### config.mk
export PLATFORM = sky130hd
export DESIGN_NAME = adcc_top
export DESIGN_NICKNAME = d
export VERILOG_FILES = /design/src/include/adcc_pkg.sv /design/src/rtl/adcc_top.sv
export SDC_FILE = /design/constraint.sdc
export NUM_CORES = 1
export LEC_CHECK = 0
export BUFFER_PORTS_ARGS = -buffer_cell sky130_fd_sc_hd__buf_2
export CAP_MARGIN = 20
export CORE_MARGIN = 2
export CORE_UTILIZATION = 50
export CTS_CLUSTER_SIZE = 16
export DETAILED_ROUTE_END_ITERATION = 16
export PLACE_DENSITY = 0.71
export SLEW_MARGIN = 40
export SYNTH_ARGS = -nofsm -noshare
export SYNTH_HDL_FRONTEND = slang
export SYNTH_SLANG_ARGS = --single-unit
### constraint.sdc
create_clock -name sys_clk_i -period 4.9 [get_ports sys_clk_i]
set_input_delay 0.98 -clock sys_clk_i [delete_from_list [all_inputs] [get_ports sys_clk_i]]
set_output_delay 0.98 -clock sys_clk_i [all_outputs]
set_load 0.005 [all_outputs]
### src/include/adcc_pkg.sv
// Constants, types and register map of the converter control block
// How it works
// Successive approximation turns held sample into 8 bits; at osc/2 each bit after bit 7 uses the previous trial's compare
// Five channels small variant, eight large variant
// Reference is supply or reference-capable pin
// Converts in sleep only with internal RC clock; a conversion started on a divided clock runs on in sleep once RC is selected
// Bits 7:6 pick osc/2, /8, /32 or RC
// Bits 5:3 pick channel 0 to 7
// Channels 5 to 7 only on large variant
// Writing go starts; reads 1 while converting
// Hardware clears go when conversion finishes
// Bit 1 reads zero, writes ignored
// Bit 0 powers the converter; 0 shuts off
// After reset analog pins read as zero
// Port E analog pins read as zero
// Second register picks analog per pin, reference; the reference bit is kept in its own register, ADDR_REFSEL
// Direction bits still drive analog pins
// Completion stores result, clears go, sets flag
// Clearing go aborts; result kept, no flag
// One conversion takes nine bit periods
// RC clock waits one instruction cycle first
// Start ignored while converter powered off
`default_nettype none
package adcc_pkg;
    localparam int unsigned CLK_PERIOD_NS = 40;
    // Internal RC bit period, nominal of its 2 to 6 us spread
    localparam int unsigned RC_BIT_NS = 4000;
    localparam int unsigned RC_BIT_CYCLES = RC_BIT_NS / CLK_PERIOD_NS;
    // One instruction cycle is four oscillator periods
    localparam int unsigned INSTR_OSC_PERIODS = 4;
    localparam int unsigned INSTR_CYCLES = INSTR_OSC_PERIODS;
    localparam int unsigned PERIODS_PER_CONV = 9;
    localparam int unsigned DIV_W = 7;

    localparam logic [8:0] ADDR_RESULT = 9'h01E;
    localparam logic [8:0] ADDR_CTRL = 9'h01F;
    localparam logic [8:0] ADDR_REFSEL = 9'h09E;
    localparam logic [8:0] ADDR_ANCFG = 9'h09F;

    localparam int unsigned CTRL_CLK_LSB = 6;
    localparam int unsigned CTRL_CH_LSB = 3;
    localparam int unsigned CTRL_GO_BIT = 2;
    localparam int unsigned CTRL_ON_BIT = 0;
    localparam int unsigned REFSEL_BIT = 0;

    localparam logic [1:0] CLKSEL_DIV2 = 2'h0;
    localparam logic [1:0] CLKSEL_DIV8 = 2'h1;
    localparam logic [1:0] CLKSEL_DIV32 = 2'h2;
    localparam logic [1:0] CLKSEL_RC = 2'h3;
    localparam logic [DIV_W-1:0] DIV2_CYCLES = 7'h02;
    localparam logic [DIV_W-1:0] DIV8_CYCLES = 7'h08;
    localparam logic [DIV_W-1:0] DIV32_CYCLES = 7'h20;

    localparam logic [1:0] CLKSEL_RESET = 2'h0;
    localparam logic [2:0] CHSEL_RESET = 3'h0;
    localparam logic POWER_RESET = 1'b0;
    localparam logic [7:0] ANCFG_RESET = 8'hFF;
    localparam logic REFSEL_RESET = 1'b0;
    localparam logic [7:0] RESULT_RESET = 8'h00;
    localparam logic [7:0] SAR_FIRST_TRIAL = 8'h80;

    typedef enum logic [2:0] {
        ST_IDLE = 3'b001,
        ST_RCWAIT = 3'b010,
        ST_CONV = 3'b100
    } adcc_state_e;
endpackage
`default_nettype wire

### src/rtl/adcc_top.sv
// Converter control: register port, conversion sequencer and pin read masking
//
// Our own choice: the address-and-strobe port.
`timescale 1ns/100ps
`default_nettype none
module adcc_top #(
    parameter int unsigned NUM_CH = 8
)
(
    input wire logic sys_clk_i,
    input wire logic rst_n_i,
    input wire logic [8:0] reg_addr_i,
    input wire logic [7:0] reg_wdata_i,
    input wire logic reg_wr_i,
    input wire logic reg_rd_i,
    output logic [7:0] reg_rdata_o,
    input wire logic sleep_i,
    input wire logic comparator_i,
    input wire logic [5:0] port_a_pins_i,
    input wire logic [2:0] port_e_pins_i,
    output logic [5:0] port_a_read_o,
    output logic [2:0] port_e_read_o,
    output logic [7:0] pin_analog_enable_o,
    output logic [2:0] analog_channel_select_o,
    output logic sample_hold_o,
    output logic [7:0] dac_code_o,
    output logic reference_select_o,
    output logic converter_enable_o,
    output logic conversion_done_flag_o
);
    localparam int unsigned DIV_W_L = adcc_pkg::DIV_W;
    adcc_pkg::adcc_state_e st;
    logic [1:0] conversion_clock_select;
    logic [2:0] analog_channel_select;
    logic converter_power_on;
    logic [7:0] pin_analog_config_register;
    logic reference_select;
    logic [7:0] conversion_result_register;
    logic [7:0] sar;
    logic [7:0] trial;
    logic [DIV_W_L-1:0] div_cnt;
    logic [DIV_W_L-1:0] bit_len_q;
    logic [DIV_W_L-1:0] next_bit_len;
    logic [3:0] bit_cnt;
    logic [2:0] wait_cnt;
    logic cmp_meta;
    logic cmp_sync;
    logic [8:0] pin_meta;
    logic [8:0] pin_sync;
    logic busy;
    logic rc_sel;
    logic ctrl_wr;
    logic start_req;
    logic abort_req;
    logic bit_tick;
    logic last_tick;
    logic [7:0] next_sar;
    logic [5:0] port_a_mask;
    logic [2:0] port_e_mask;
    logic [2:0] wr_ch;

    assign busy = !st[0];
    assign rc_sel = conversion_clock_select == adcc_pkg::CLKSEL_RC;
    assign ctrl_wr = reg_wr_i && reg_addr_i == adcc_pkg::ADDR_CTRL;
    assign wr_ch = reg_wdata_i[adcc_pkg::CTRL_CH_LSB +: 3];
    // Go only honoured from idle with the module already powered
    assign start_req = ctrl_wr && reg_wdata_i[adcc_pkg::CTRL_GO_BIT]
        && converter_power_on && !busy; // see
    // Clearing go, powering down, or sleeping on a non-RC clock all abort
    assign abort_req = busy && ((ctrl_wr && !reg_wdata_i[adcc_pkg::CTRL_GO_BIT])
        || (ctrl_wr && !reg_wdata_i[adcc_pkg::CTRL_ON_BIT])
        || (sleep_i && !rc_sel)); // see
    assign bit_tick = st == adcc_pkg::ST_CONV && div_cnt == bit_len_q - 1'b1;
    assign last_tick = bit_tick && bit_cnt == 4'(adcc_pkg::PERIODS_PER_CONV - 1);

    // Bit period length from the clock select, latched at start
    always_comb
    begin
        unique case (conversion_clock_select)
            adcc_pkg::CLKSEL_DIV2: next_bit_len = adcc_pkg::DIV2_CYCLES;
            adcc_pkg::CLKSEL_DIV8: next_bit_len = adcc_pkg::DIV8_CYCLES;
            adcc_pkg::CLKSEL_DIV32: next_bit_len = adcc_pkg::DIV32_CYCLES;
            adcc_pkg::CLKSEL_RC: next_bit_len = DIV_W_L'(adcc_pkg::RC_BIT_CYCLES);
        endcase
    end

    // Keep the trial bit when the held input was at or above the DAC level two clocks earlier
    always_comb
    begin
        next_sar = (cmp_sync ? sar : (sar & ~trial)) | (trial >> 1);
    end

    // Comparator and pins are asynchronous to the system clock
    always_ff @(posedge sys_clk_i)
    begin
        if (!rst_n_i)
        begin
            cmp_meta <= 1'b0;
            cmp_sync <= 1'b0;
            pin_meta <= 9'h000;
            pin_sync <= 9'h000;
        end
        else
        begin
            cmp_meta <= comparator_i;
            cmp_sync <= cmp_meta;
            pin_meta <= {port_e_pins_i, port_a_pins_i};
            pin_sync <= pin_meta;
        end
    end

    // Main control register
    always_ff @(posedge sys_clk_i)
    begin
        if (!rst_n_i)
        begin
            conversion_clock_select <= adcc_pkg::CLKSEL_RESET;
            analog_channel_select <= adcc_pkg::CHSEL_RESET;
            converter_power_on <= adcc_pkg::POWER_RESET;
        end
        else if (ctrl_wr)
        begin
            conversion_clock_select <= reg_wdata_i[adcc_pkg::CTRL_CLK_LSB +: 2];
            // Codes past the fitted channel count are dropped
            if (32'(wr_ch) < NUM_CH)
            begin
                analog_channel_select <= wr_ch; // see see
            end
            converter_power_on <= reg_wdata_i[adcc_pkg::CTRL_ON_BIT];
        end
    end

    // Pin configuration and reference select
    always_ff @(posedge sys_clk_i)
    begin
        if (!rst_n_i)
        begin
            pin_analog_config_register <= adcc_pkg::ANCFG_RESET;
            reference_select <= adcc_pkg::REFSEL_RESET;
        end
        else if (reg_wr_i && reg_addr_i == adcc_pkg::ADDR_ANCFG)
        begin
            pin_analog_config_register <= reg_wdata_i;
        end
        else if (reg_wr_i && reg_addr_i == adcc_pkg::ADDR_REFSEL)
        begin
            reference_select <= reg_wdata_i[adcc_pkg::REFSEL_BIT];
        end
    end

    // Sequencer
    always_ff @(posedge sys_clk_i)
    begin
        if (!rst_n_i)
        begin
            st <= adcc_pkg::ST_IDLE;
        end
        else if (abort_req || (busy && !converter_power_on))
        begin
            st <= adcc_pkg::ST_IDLE;
        end
        else
        begin
            unique case (st)
                adcc_pkg::ST_IDLE:
                begin
                    if (start_req)
                    begin
                        st <= rc_sel ? adcc_pkg::ST_RCWAIT : adcc_pkg::ST_CONV;
                    end
                end
                adcc_pkg::ST_RCWAIT:
                begin
                    if (wait_cnt == 3'(adcc_pkg::INSTR_CYCLES - 1))
                    begin
                        st <= adcc_pkg::ST_CONV;
                    end
                end
                adcc_pkg::ST_CONV:
                begin
                    if (last_tick)
                    begin
                        st <= adcc_pkg::ST_IDLE;
                    end
                end
                default: st <= adcc_pkg::ST_IDLE;
            endcase
        end
    end

    // Counters: RC start delay, bit period divider, bit period count
    always_ff @(posedge sys_clk_i)
    begin
        if (!rst_n_i || st != adcc_pkg::ST_RCWAIT)
        begin
            wait_cnt <= 3'h0;
        end
        else
        begin
            wait_cnt <= wait_cnt + 3'h1;
        end
    end

    always_ff @(posedge sys_clk_i)
    begin
        if (!rst_n_i)
        begin
            div_cnt <= '0;
            bit_cnt <= 4'h0;
            bit_len_q <= adcc_pkg::DIV2_CYCLES;
        end
        else if (st != adcc_pkg::ST_CONV)
        begin
            div_cnt <= '0;
            bit_cnt <= 4'h0;
            if (start_req)
            begin
                bit_len_q <= next_bit_len;
            end
        end
        else if (bit_tick)
        begin
            div_cnt <= '0;
            bit_cnt <= bit_cnt + 4'h1;
        end
        else
        begin
            div_cnt <= div_cnt + 1'b1;
        end
    end

    // Successive approximation; period 0 is settling of the held sample
    always_ff @(posedge sys_clk_i)
    begin
        if (!rst_n_i || st != adcc_pkg::ST_CONV)
        begin
            sar <= adcc_pkg::SAR_FIRST_TRIAL;
            trial <= adcc_pkg::SAR_FIRST_TRIAL;
        end
        else if (bit_tick && bit_cnt != 4'h0)
        begin
            sar <= next_sar;
            trial <= trial >> 1;
        end
    end

    // Result and done pulse only on a full conversion, never on abort
    always_ff @(posedge sys_clk_i)
    begin
        if (!rst_n_i)
        begin
            conversion_result_register <= adcc_pkg::RESULT_RESET;
            conversion_done_flag_o <= 1'b0;
        end
        else
        begin
            conversion_done_flag_o <= last_tick && !abort_req; // see
            if (last_tick && !abort_req)
            begin
                conversion_result_register <= next_sar;
            end
        end
    end

    // Analog-selected pins read as zero; port A bit 4 has no analog function
    always_comb
    begin
        port_a_mask = {pin_analog_config_register[4], 1'b0, pin_analog_config_register[3:0]};
        port_e_mask = (NUM_CH > 5) ? pin_analog_config_register[7:5] : 3'h0;
    end

    always_ff @(posedge sys_clk_i)
    begin
        if (!rst_n_i)
        begin
            port_a_read_o <= 6'h00;
            port_e_read_o <= 3'h0;
        end
        else
        begin
            port_a_read_o <= pin_sync[5:0] & ~port_a_mask;
            port_e_read_o <= pin_sync[8:6] & ~port_e_mask;
        end
    end

    // Read port: data valid only in the cycle after the strobe
    always_ff @(posedge sys_clk_i)
    begin
        if (!rst_n_i || !reg_rd_i)
        begin
            reg_rdata_o <= 8'h00;
        end
        else
        begin
            unique case (reg_addr_i)
                adcc_pkg::ADDR_CTRL:
                    reg_rdata_o <= {conversion_clock_select, analog_channel_select,
                        busy, 1'b0, converter_power_on}; // see
                adcc_pkg::ADDR_RESULT: reg_rdata_o <= conversion_result_register;
                adcc_pkg::ADDR_ANCFG: reg_rdata_o <= pin_analog_config_register;
                adcc_pkg::ADDR_REFSEL: reg_rdata_o <= {7'h00, reference_select};
                default: reg_rdata_o <= 8'h00;
            endcase
        end
    end

    // Analog front end controls
    assign pin_analog_enable_o = pin_analog_config_register;
    assign analog_channel_select_o = analog_channel_select;
    assign sample_hold_o = st[2];
    assign dac_code_o = sar;
    assign reference_select_o = reference_select;
    // Module shut off on a non-RC clock during sleep even if the bit stays set
    assign converter_enable_o = converter_power_on && !(sleep_i && !rc_sel); // see

    // Checks
    logic [9:0] conv_cycles;
    always_ff @(posedge sys_clk_i)
    begin
        if (!rst_n_i || st != adcc_pkg::ST_CONV)
        begin
            conv_cycles <= 10'h000;
        end
        else
        begin
            conv_cycles <= conv_cycles + 10'h001;
        end
    end
endmodule
`default_nettype wire

# --- Yosys cells after proc, flatten, opt, wreduce, memory -nomap -nowiden ---
# Cells that the tools add are included.
totals:
  romBits: 0
  latchBits: 0
  regBits: 101
  inputBits: 32
  mem_count: 0
  mem_bits_rw: 0
  wordCells: 99
classes:
  multipliers: 0
  add_sub_neg: 4
  n_eq_ne: 18
  n_mux: 8
  bitwise: 9
  shifts: 0
  reduce_logical: 39
  n_div: 0
  n_lt_le_gt_ge: 0
ops:
  columns: ["operator", "count"]
  rows:
  - ["$pmux W8 S4", 1]
  - ["$pmux W7 S4", 1]
  - ["$eq A9 B5 Y1 const B", 2]
  - ["$eq A9 B8 Y1 const B", 2]
  - ["$logic_and A1 B1 Y1", 16]
  - ["$mux W3", 4]
  - ["$logic_not A1 Y1", 9]
  - ["$pmux W3 S3", 1]
  - ["$and A8 B8 Y8", 1]
  - ["$mux W8", 1]
  - ["$not A8 Y8", 1]
  - ["$or A8 B7 Y8", 1]
  - ["$add A7 B1 Y7 const B", 1]
  - ["$eq A7 B7 Y1", 1]
  - ["$sub A7 B1 Y7 const B", 1]
  - ["$and A6 B6 Y6", 1]
  - ["$eq A3 B2 Y1 const B", 2]
  - ["$logic_or A1 B1 Y1", 6]
  - ["$ne A2 B2 Y1 const B", 3]
  - ["$not A6 Y6", 1]
  - ["$add A4 B1 Y4 const B", 1]
  - ["$eq A2 B2 Y1 const B", 2]
  - ["$eq A4 B4 Y1 const B", 1]
  - ["$reduce_and A2 Y1", 2]
  - ["14 further kinds", 16]

# --- Longest topological paths before layout ---
# Gate-level depths: netlist (run 1).
depth:
  depth_word: 8
  depth_mapped: 10
  mapped_depth_nobuf: 8

# --- Worst setup path before layout (run 1) ---
# OpenSTA, ideal clock, no wires.
synth_path:
  path_type: "input-to-reg"
  start: "input reg_addr_i[5]"
  end: "register st[0]"
  setup_slack_ns: 2.299
  t_arrival_ns: 2.485
  setup_ns: 0.115
  stages: 5
  path_cell_list: "or3b_4 > nor4_4 > nand4_4 > or4b_1 > a31o_1"
synth_via:
  elab_chain_cells: 8
  elab_cells_between_ends: 14
  cone_classes: "2 x eq/ne; 12 x reduce/logical"
synth_lines:
  columns: ["element", "line_no", "rtl"]
  rows:
  - ["start: declaration", "adcc_top.sv:12", "input wire logic [8:0] reg_addr_i,"]
  - ["$eq A9 B5 Y1 *", "adcc_top.sv:64", "assign ctrl_wr = reg_wr_i && reg_addr_i == adcc_pkg::ADDR_CTRL;"]
  - ["$logic_and A1 B1 Y1 *", "adcc_top.sv:64", null]
  - ["branches (longest 6 deep; another with $reduce_and A3 Y1)", null, null]
  - ["end signal: assignment", "adcc_top.sv:156", "st <= adcc_pkg::ST_IDLE;"]
  - ["end signal: assignment", "adcc_top.sv:160", "st <= adcc_pkg::ST_IDLE;"]
  - ["end signal: assignment", "adcc_top.sv:169", "st <= rc_sel ? adcc_pkg::ST_RCWAIT : adcc_pkg::ST_CONV;"]
  - ["end: declaration", "adcc_top.sv:32", "adcc_pkg::adcc_state_e st;"]
# Mark *: on every way between the ends.
# A chain may end at the register's enable or synchronous reset.

# --- Worst setup path in the final report (run 1) ---
layout_path:
  start: "register bit_len_q[1]"
  end: "register conversion_result_register[1]"
layout_via:
  elab_chain_cells: 5
layout_lines:
  columns: ["element", "line_no", "rtl"]
  rows:
  - ["start: declaration", "adcc_top.sv:42", "logic [DIV_W_L-1:0] bit_len_q;"]
  - ["start signal: assignment", "adcc_top.sv:210", "bit_len_q <= adcc_pkg::DIV2_CYCLES;"]
  - ["start signal: assignment", "adcc_top.sv:218", "bit_len_q <= next_bit_len;"]
  - ["$sub A7 B1 Y7", "adcc_top.sv:73", "assign bit_tick = st == adcc_pkg::ST_CONV && div_cnt == bit_len_q - 1'b1;"]
  - ["$eq A7 B7 Y1", "adcc_top.sv:73", null]
  - ["$logic_and A1 B1 Y1", "adcc_top.sv:73", null]
  - ["$logic_and A1 B1 Y1", "adcc_top.sv:74", "assign last_tick = bit_tick && bit_cnt == 4'(adcc_pkg::PERIODS_PER_CONV - 1);"]
  - ["$logic_and A1 B1 Y1", "adcc_top.sv:258", "if (last_tick && !abort_req)"]
  - ["end signal: assignment", "adcc_top.sv:252", "conversion_result_register <= adcc_pkg::RESULT_RESET;"]
  - ["end signal: assignment", "adcc_top.sv:260", "conversion_result_register <= next_sar;"]
  - ["end: declaration", "adcc_top.sv:38", "logic [7:0] conversion_result_register;"]
# No other way between the ends.

==> results of run 1 <==
==> routing by layer <==
| layer | up-vias | share of wire | GRT usage | wire [microns] |
|---|---|---|---|---|
| met4 | 0 | 0.0068 | 0.0622 | 56 |
| met2 | 61 | 0.48 | 0.313 | 3990 |
| met3 | 6 | 0.038 | 0.0407 | 309 |
| li1 | 1536 | - | - | - |
| met1 | 1455 | 0.47 | 0.263 | 3890 |
| met5 | - | 0 | 0 | 0 |
==> cell families after synthesis <==
logic type,count (synthesis)
AND/OR/NAND/NOR,156
multiplexers,28
buffers and inverters,29
flip-flops,98
AO/OA/AOI/OAI,68
XOR/XNOR,11
adder cells (fa/ha/maj),7
==> cell usage in the layout (no fill, tap or decap), drive strengths merged, types with 6 or more instances in the layout <==
| cell type | netlist | final |
|---|---|---|
| xor2 | 6 | 6 |
| buf | 3 | 73 |
| a21oi | 14 | 14 |
| nand2b | 7 | 7 |
| nand2 | 45 | 45 |
| dfxtp | 98 | 98 |
| a31oi | 7 | 7 |
| inv | 12 | 17 |
| a22oi | 6 | 6 |
| o21ai | 12 | 12 |
| o211ai | 8 | 8 |
| ha | 7 | 7 |
| nor3 | 6 | 6 |
| nand3 | 7 | 7 |
| clkbuf | 14 | 9 |
| nor2 | 34 | 34 |
| and2 | 21 | 21 |
| mux2i | 22 | 22 |
==> layout make-up <==
cell class | instances | area [sq um] | area share
Inverter | 12 | 45.0 | 0.00996
Tap cell | 102 | 128 | 0.0282
Sequential cell | 98 | 1960 | 0.434
Timing Repair Buffer | 73 | 370 | 0.0819
Multi-Input combinational cell | 270 | 1810 | 0.400
Clock inverter | 7 | 86.3 | 0.0191
Clock buffer | 9 | 124 | 0.0274
==> power by group through the flow <==
| stage | clock network (mW) | registers (mW) | logic [mW] |
|---|---|---|---|
| detailed placement | 0 | 0.825 | 0.0432 |
| CTS | 0.541 | 0.806 | 0.0435 |
| finish | 0.530 | 0.806 | 0.0435 |
| global route | 0.574 | 0.807 | 0.0480 |
| global placement | 0 | 0.825 | 0.0424 |
| floorplan | 0 | 0.824 | 0.0252 |
==> path summary, 6_finish.rpt <==
| kind | endpoint | slack (ps) |
|---|---|---|
| max | conversion_result_register[1] | 2140 |
| min | port_e_read_o[2] | 410 |
| max reg2reg | conversion_result_register[1] | 2140 |
| min reg2reg | port_e_read_o[2] | 410 |
==> sequential cells by signal, summed over array words and instances (netlist names) <==
| name | flops |
|---|---|
| analog_channel_select_o | 3 |
| bit_cnt | 4 |
| bit_len_q | 4 |
| cmp_meta | 1 |
| cmp_sync | 1 |
| conversion_clock_select | 2 |
| conversion_done_flag_o | 1 |
| conversion_result_register | 8 |
| converter_power_on | 1 |
| dac_code_o | 8 |
| div_cnt | 7 |
| pin_analog_enable_o | 8 |
| pin_meta | 9 |
| pin_sync | 9 |
| port_a_read_o | 6 |
| port_e_read_o | 3 |
| reference_select_o | 1 |
| reg_rdata_o | 8 |
| st | 3 |
| trial | 8 |
| wait_cnt | 3 |
==> worst reg2reg max path: cells and delay by family (launching register included) <==
family	cells	cell delay, ps
xor+xnor	2	440
simple gates	2	1090
buf+inv	1	80
compound gates	1	170
flops	1	480
fa+ha+maj	2	380
==> results.tsv, run 1 <==
metric	value	unit
PortBufs	71	
clock transition at the registers of the reported paths	120	ps
Fill cells	679	
num rows	32	
final setup vio count	0	
placed wire-length estimate	5.95	mm
drt drc	0	
Tcrit/Tclk final	0.563	
CP startpoint kind	flop	
worst r2r path cells	8	
Pwr Total	1.38	mW
Cell Area, Synth	3910	sq um
Initial Util	0.511	
H-tree level count	3	
Die W	92.4	microns
FMAX	362	MHz
Finished Layout Cells	571	
CP arrival	2980	ps
Synth Area per Inst	9.84	sq um
largest net degree at the start of global routing	45	
Clock Path Buffers	2	
count of final hold-check violations	0	
DRT Pass-1 Iters	4	
Core ar.	7650	sq um
Worst-Margin Slew	864	ps
Internal Power	1.03	mW
vias in the first global route	2745	
final instance area	4520	sq um
share of cells above drive strength 1	0.232	
RSZ-0062 raised after global routing	false	
Compound-Gate Fraction of Synth Area	0.118	
Final min period	2760	ps
adder-cell area share of the yosys netlist	0.0224	
slowest CP cell	nor3_1	
Die Area	8540	sq um
final setup margin	2140	ps
run status	finished, final reports clean	
top cells by count, synth	98 x dfxtp_1, 45 x nand2_1, 34 x nor2_1	
sequential cell area fraction in the yosys report	0.502	
Hold-fix buffers, CTS	0	
Die Height	92.4	microns
critical path's top delay family	simple AND/OR/NAND/NOR gates	
Layout Skew	15.7	ps
largest family of logic cells by synthesized area	simple AND/OR/NAND/NOR gates	
Synth-to-Final Area Change	15.8	%
worst hold path depth	2	
fraction of registers with async set/reset	0	
yosys warns	0	
Max-Cap Viols	0	
Detailed Route WL	8.24	mm
min-delay src	pin_sync[8]	
final hold slack	405	ps
GRT overflow	0	
CP bufs+invs	1	
initial antenna violation count	0	
power density cells	305	nW/um^2
simple-gate share of the synthesized area	0.221	
first-iteration detailed-routing DRC count	123	
fin nets	503	
placed insts	555	
max-slew violation count	0	
XOR/XNOR share of the synthesized area	0.0247	
setup TNS	0	ps
sequential share of power	0.584	
CTS tree	built	
Yosys top cell by area	dfxtp_1	
post-cts resize count	0	
Worst Hold Class	reg -> reg	
P_leak	1.85	nW
Post-DRT Antenna Nets	0	
reg2reg start	bit_len_q[1]	
wire length per cell	14.4	microns
WP depth	8	
Final Core Density	0.592	
first-pass GRT wire length	13.1	mm
count leader, synth	dfxtp_1	
Post-Syn Nets	436	
critical path startpoint	bit_len_q[1]	
Post-Place Worst Slack	2000	ps
most used cell, CP	ha_1	
crit end category	flop	
Critical Setup Path Class	reg -> reg	
Synth Instances	397	
CP max FO	18	
vias post-DR	3058	
setup bufs post-CTS	0	
clock sink count	98	
GRT Overall Usage	0.195	
Vias/cell	5.36	
TritonCTS Buffers	9	
Most used DFF post-synth	dfxtp_1	
ANT cells	0	
Peak VDD IR	0.159	mV
Root Driver	clkbuf_8	
clock power share	0.384	
slew margin rel.	0.424	
critical path, cell by cell	inv_1 -> ha_1 -> ha_1 -> xor2_1 -> xnor2_1 -> nand4_2 -> nor3_1 -> a211oi_1	
I/O Pins	72	
Yosys cell types	57	
worst-skew pair later-pin latency	370	ps
Post-synth EDFFs	0	
Net Sw Power	347	uW
routability cong.	0.819	
net switching fraction of the power	0.251	
Critical Path RT	5120	ps
Comb power frac	0.031	
Cell Area, Placed	4310	sq um
Synth area leaders	dfxtp_1 50%, mux2i_1 5.6%, nand2_1 4.3%	
post-synthesis register bit count	98	
CP peak stage delay	620	ps
share of the synthesized area in the top cell type	0.502	
mux share of post-synthesis cell area	0.0766	
Note: power is estimated with default switching activity, not from simulation.
==> inputs of run 2 (changes only) <==
- ABC_AREA: default -> 1
- clock period: 4.9 -> 2.6 ns (I/O delays scaled with it)
==> run 2 against run 1 <==
Net effect: register-to-register slack got worse by 1800 ps; die area increased by 4.9%; cell count increased by 30%; clock skew increased by 1.4 ps; clock power increased by 71%; cell area increased by 3.7%; clock-buffer cell count unchanged; power increased by 92%; sequential share of layout area decreased by 1.6 points; highest routed layer unchanged.
==> results.tsv, run 2 <==
metric	value	unit
yosys warns	0	
Die Height	94.6	microns
setup slack, reg-to-reg	330	ps
Largest regs	pin_meta: 9 flops, pin_sync: 9 flops	
H-tree level count	3	
share of the synthesized area in the top cell type	0.478	
Post-Place Worst Slack	347	ps
wire length per cell	11.6	microns
GRT Overall Usage	0.204	
top cells by count, synth	148 x nand2_1, 98 x dfxtp_1, 92 x inv_1	
Hold-fix buffers, CTS	0	
vias in the first global route	3308	
Peak VDD IR	0.264	mV
final instance area	4690	sq um
count of final hold-check violations	0	
ANT cells	0	
Post-Syn Nets	605	
FMAX	440	MHz
RSZ-0062 raised after global routing	false	
Synth Area per Inst	7.26	sq um
share of cells above drive strength 1	0.177	
CTS tree	built	
max-slew violation count	0	
Worst-Margin Slew	631	ps
reg2reg start	bit_len_q[1]	
drt drc	0	
fraction of registers with async set/reset	0	
crit end category	flop	
P_leak	2.24	nW
Die Area	8950	sq um
post-synthesis register bit count	98	
min-delay src	port_a_pins_i[3]	
I/O Pins	72	
Yosys top cell by area	dfxtp_1	
commonest non-fill, non-tap cells in the layout	148 x nand2_1, 98 x dfxtp_1, 92 x inv_1	
power density cells	566	nW/um^2
worst r2r path cells	14	
first-pass GRT wire length	14.6	mm
Max-Cap Viols	0	
Initial Util	0.507	
Yosys cell types	36	
setup bufs post-CTS	0	
GRT overflow	0	
slew margin rel.	0.578	
first-iteration detailed-routing DRC count	141	
Cell Area, Placed	4520	sq um
Cell Area, Synth	4110	sq um
final setup margin	327	ps
run status	finished, final reports clean	
Post-synth EDFFs	0	
final setup vio count	0	
Synth-to-Final Area Change	14.3	%
Most used DFF post-synth	dfxtp_1	
worst-skew pair later-pin latency	370	ps
clock sink count	98	
worst hold path depth	3	
DRT Pass-1 Iters	4	
Final min period	2270	ps
Clock Path Buffers	2	
largest net degree at the start of global routing	56	
Worst Hold Class	in -> reg	
TritonCTS Buffers	9	
Post-DRT Antenna Nets	0	
fin nets	675	
Critical Setup Path Class	reg -> reg	
Critical Path RT	2820	ps
CP startpoint kind	flop	
post-cts resize count	0	
CP arrival	2500	ps
Synth area leaders	dfxtp_1 48%, nand2_1 14%, inv_1 8.4%	
routability cong.	0.888	
Core ar.	8090	sq um
CP max FO	17	
Synth Instances	566	
placed wire-length estimate	6.34	mm
initial antenna violation count	0	
Vias/cell	4.81	
Die W	94.6	microns
Pwr Total	2.65	mW
commonest non-fill, non-tap cell in the layout	nand2_1	
clock transition at the registers of the reported paths	100	ps
sequential cell area fraction in the yosys report	0.478	
Root Driver	clkbuf_8	
Detailed Route WL	8.66	mm
hold endpoint	pin_meta[3]	
PortBufs	71	
setup TNS	0	ps
vias post-DR	3586	
count leader, synth	nand2_1	
num rows	33	
Tcrit/Tclk final	0.874	
worst r2r dst	trial[1]	
Layout Skew	17.1	ps
==> run 2: how the worst max path moves through the flow <==
stage                  from  cells after the start       endpoint  slack, ps
2_1_floorplan  bit_len_q[1]                     15  dac_code_o[1]        570
3_3_place_gp   bit_len_q[1]                     14       trial[2]        420
3_5_place_dp   bit_len_q[1]                     14  dac_code_o[1]        350
4_1_cts        bit_len_q[1]                     14       trial[1]        300
5_1_grt        bit_len_q[1]                     15       trial[1]         30
6_report       bit_len_q[1]                     14       trial[1]        330
==> run 2: kinds of logic (layout without fill, tap and decap cells) <==
group | after synthesis | after routing | synth area share
and+or+nand+nor | 282 | 282 | 0.296
buffers and inverters | 112 | 186 | 0.111
DFF | 98 | 98 | 0.478
AOI/OAI and AO/OA | 65 | 65 | 0.0899
adders and majority gates | 7 | 7 | 0.0213
xor gates and xnor gates | 2 | 2 | 0.00427
==> run 2: per-stage QoR <==
step                cells  utilization  hold WS (ps)
floorplan             566            -           390
detailed placement    730        0.558           395
global placement      730        0.558           393
finish                745        0.580           324
global route          745        0.580           326
CTS                   745        0.580           313
==> run 2: metal layers <==
metal	track usage	vias to the layer above	part of all wire
li1	-	1895	-
met1	0.272	1607	0.48
met2	0.327	73	0.46
met3	0.0359	11	0.041
met4	0.0809	0	0.016
met5	0	-	0
==> run 2: area by class of cell <==
type                       instances  area [sq um]
clock buffer                       9           124
timing repair buffer              72           363
sequential                        98          1960
tap                              105           131
multi-input combinational        356          1690
inverter                          99           374
clock inverter                     6          51.3
fill                             797          3400
==> run 2: power by group <==
part,total [mW],leakage [nW],switching [mW],internal (mW)
logic,0.202,1.37,0.124,0.0781
registers,1.55,0.794,0.0190,1.53
clock network,0.904,0.0798,0.550,0.354
==> run 2: worst max-delay path, stage by stage (launching register included) <==
cell and delay, ps:
dfxtp_1 390, inv_2 80, ha_1 200, ha_1 280, inv_1 40, nand2_1 40
nand2_1 60, nor2_1 100, nand3b_1 90, nor2_2 180, nand2_2 130, inv_4 190
nand2_4 160, nand2_1 120, a21oi_1 60
==> inputs of run 3 (changes only) <==
- GPL_TIMING_DRIVEN: default -> 0
==> run 3 against run 2 <==
Net effect: first-iteration DRC count is 7.1% lower; die area stayed put; critical endpoint is now trial[3]; utilization is 1.1 points higher; highest routed layer unchanged; clock power is 6.5% higher; largest cell class unchanged; worst hold slack worse by 1.2 ps.
==> results.tsv, run 3 (same netlist as run 2, synthesis figures left out) <==
metric	value	unit
GRT Overall Usage	0.208	
GRT overflow	0	
drt drc	0	
first-iteration detailed-routing DRC count	131	
fin nets	687	
clock sink count	98	
run status	finished, final reports clean	
Die Height	94.6	microns
CTS tree	built	
share of cells above drive strength 1	0.181	
setup slack, reg-to-reg	250	ps
commonest non-fill, non-tap cell in the layout	nand2_1	
final setup vio count	0	
RSZ-0062 raised after global routing	false	
H-tree level count	3	
wire length per cell	11.6	microns
Synth-to-Final Area Change	16.5	%
Largest regs	pin_meta: 9 flops, pin_sync: 9 flops	
DRT Pass-1 Iters	4	
Initial Util	0.507	
post-cts resize count	0	
num rows	33	
setup bufs post-CTS	0	
CP arrival	2610	ps
clock transition at the registers of the reported paths	100	ps
Core ar.	8090	sq um
initial antenna violation count	0	
Layout Skew	10.8	ps
Hold-fix buffers, CTS	0	
worst-skew pair later-pin latency	370	ps
vias in the first global route	3348	
Critical Path RT	2860	ps
Final min period	2350	ps
routability cong.	0.862	
Peak VDD IR	0.399	mV
placed wire-length estimate	6.68	mm
Worst-Margin Slew	551	ps
Vias/cell	4.84	
commonest non-fill, non-tap cells in the layout	148 x nand2_1, 98 x dfxtp_1, 92 x inv_1	
Worst Hold Class	in -> reg	
vias post-DR	3669	
final instance area	4780	sq um
Die Area	8950	sq um
Max-Cap Viols	0	
I/O Pins	72	
setup TNS	0	ps
power density cells	568	nW/um^2
TritonCTS Buffers	9	
Root Driver	clkbuf_8	
CP max FO	10	
largest net degree at the start of global routing	19	
crit end category	flop	
Clock Path Buffers	2	
max-slew violation count	0	
ANT cells	0	
Detailed Route WL	8.77	mm
Critical Setup Path Class	reg -> reg	
P_leak	2.29	nW
first-pass GRT wire length	14.8	mm
Post-DRT Antenna Nets	0	
count of final hold-check violations	0	
slew margin rel.	0.633	
FMAX	425	MHz
Die W	94.6	microns
Cell Area, Placed	4590	sq um
Tcrit/Tclk final	0.905	
PortBufs	71	
CP startpoint kind	flop	
[run 3: changes by cell type in the layout (fill, tap and decap cells not counted)]
cell / previous run / this run
clkbuf_1: 0 / 8
inv_6: 1 / 4
buf_2: 71 / 73
buf_6: 0 / 2
clkinvlp_4: 3 / 1
buf_12: 0 / 1
buf_4: 1 / 0
clkbuf_8: 9 / 10
clkinv_4: 1 / 0
[run 3: report_power, final]
group          switching (mW)  total (mW)  internal [mW]
logic                   0.129       0.208         0.0794
clock network           0.568       0.963          0.395
registers              0.0186        1.55           1.53
[run 3: path summary, 6_finish.rpt]
check / from / endpoint / cells past startpoint
max: bit_len_q[1] / trial[3] / 15
min: port_e_pins_i[0] / pin_meta[6] / 3
max reg2reg: bit_len_q[1] / trial[3] / 15
min reg2reg: pin_sync[1] / port_a_read_o[1] / 2
[run 3: final cells by class]
type	count	area (sq um)
Fill cell	814	3310
Inverter	99	374
Multi-Input combinational cell	356	1690
Sequential cell	98	1960
Timing Repair Buffer	71	355
Clock inverter	6	53.8
Clock buffer	10	138
Tap cell	105	131
Buffer	13	82.6
[run 3: critical path, stage by stage (launching register included)]
cell,delay [ps]
dfxtp_1,420
inv_2,90
ha_1,210
ha_1,290
inv_1,40
nand2_1,50
nand2_1,70
nor2_1,110
nand3b_1,90
nor2_2,200
nand2_2,140
inv_4,150
nand2_4,90
buf_6,170
nand2_1,60
a21oi_1,50
[run 3: per-layer routing]
layer / wire (microns) / GRT usage
met4: 155 / 0.0773
met1: 4130 / 0.279
met5: 0 / 0
met3: 430 / 0.0327
met2: 4050 / 0.338
[run 3: stage by stage]
step	total power [mW]	cells	setup slack (ps)	utilization	hold slack (ps)
floorplan	1.72	566	573	-	390
global placement	1.78	742	334	0.568	394
detailed placement	1.79	742	264	0.568	399
CTS	2.73	758	256	0.591	317
global route	2.82	758	19.6	0.591	330
finish	2.72	758	248	0.591	323
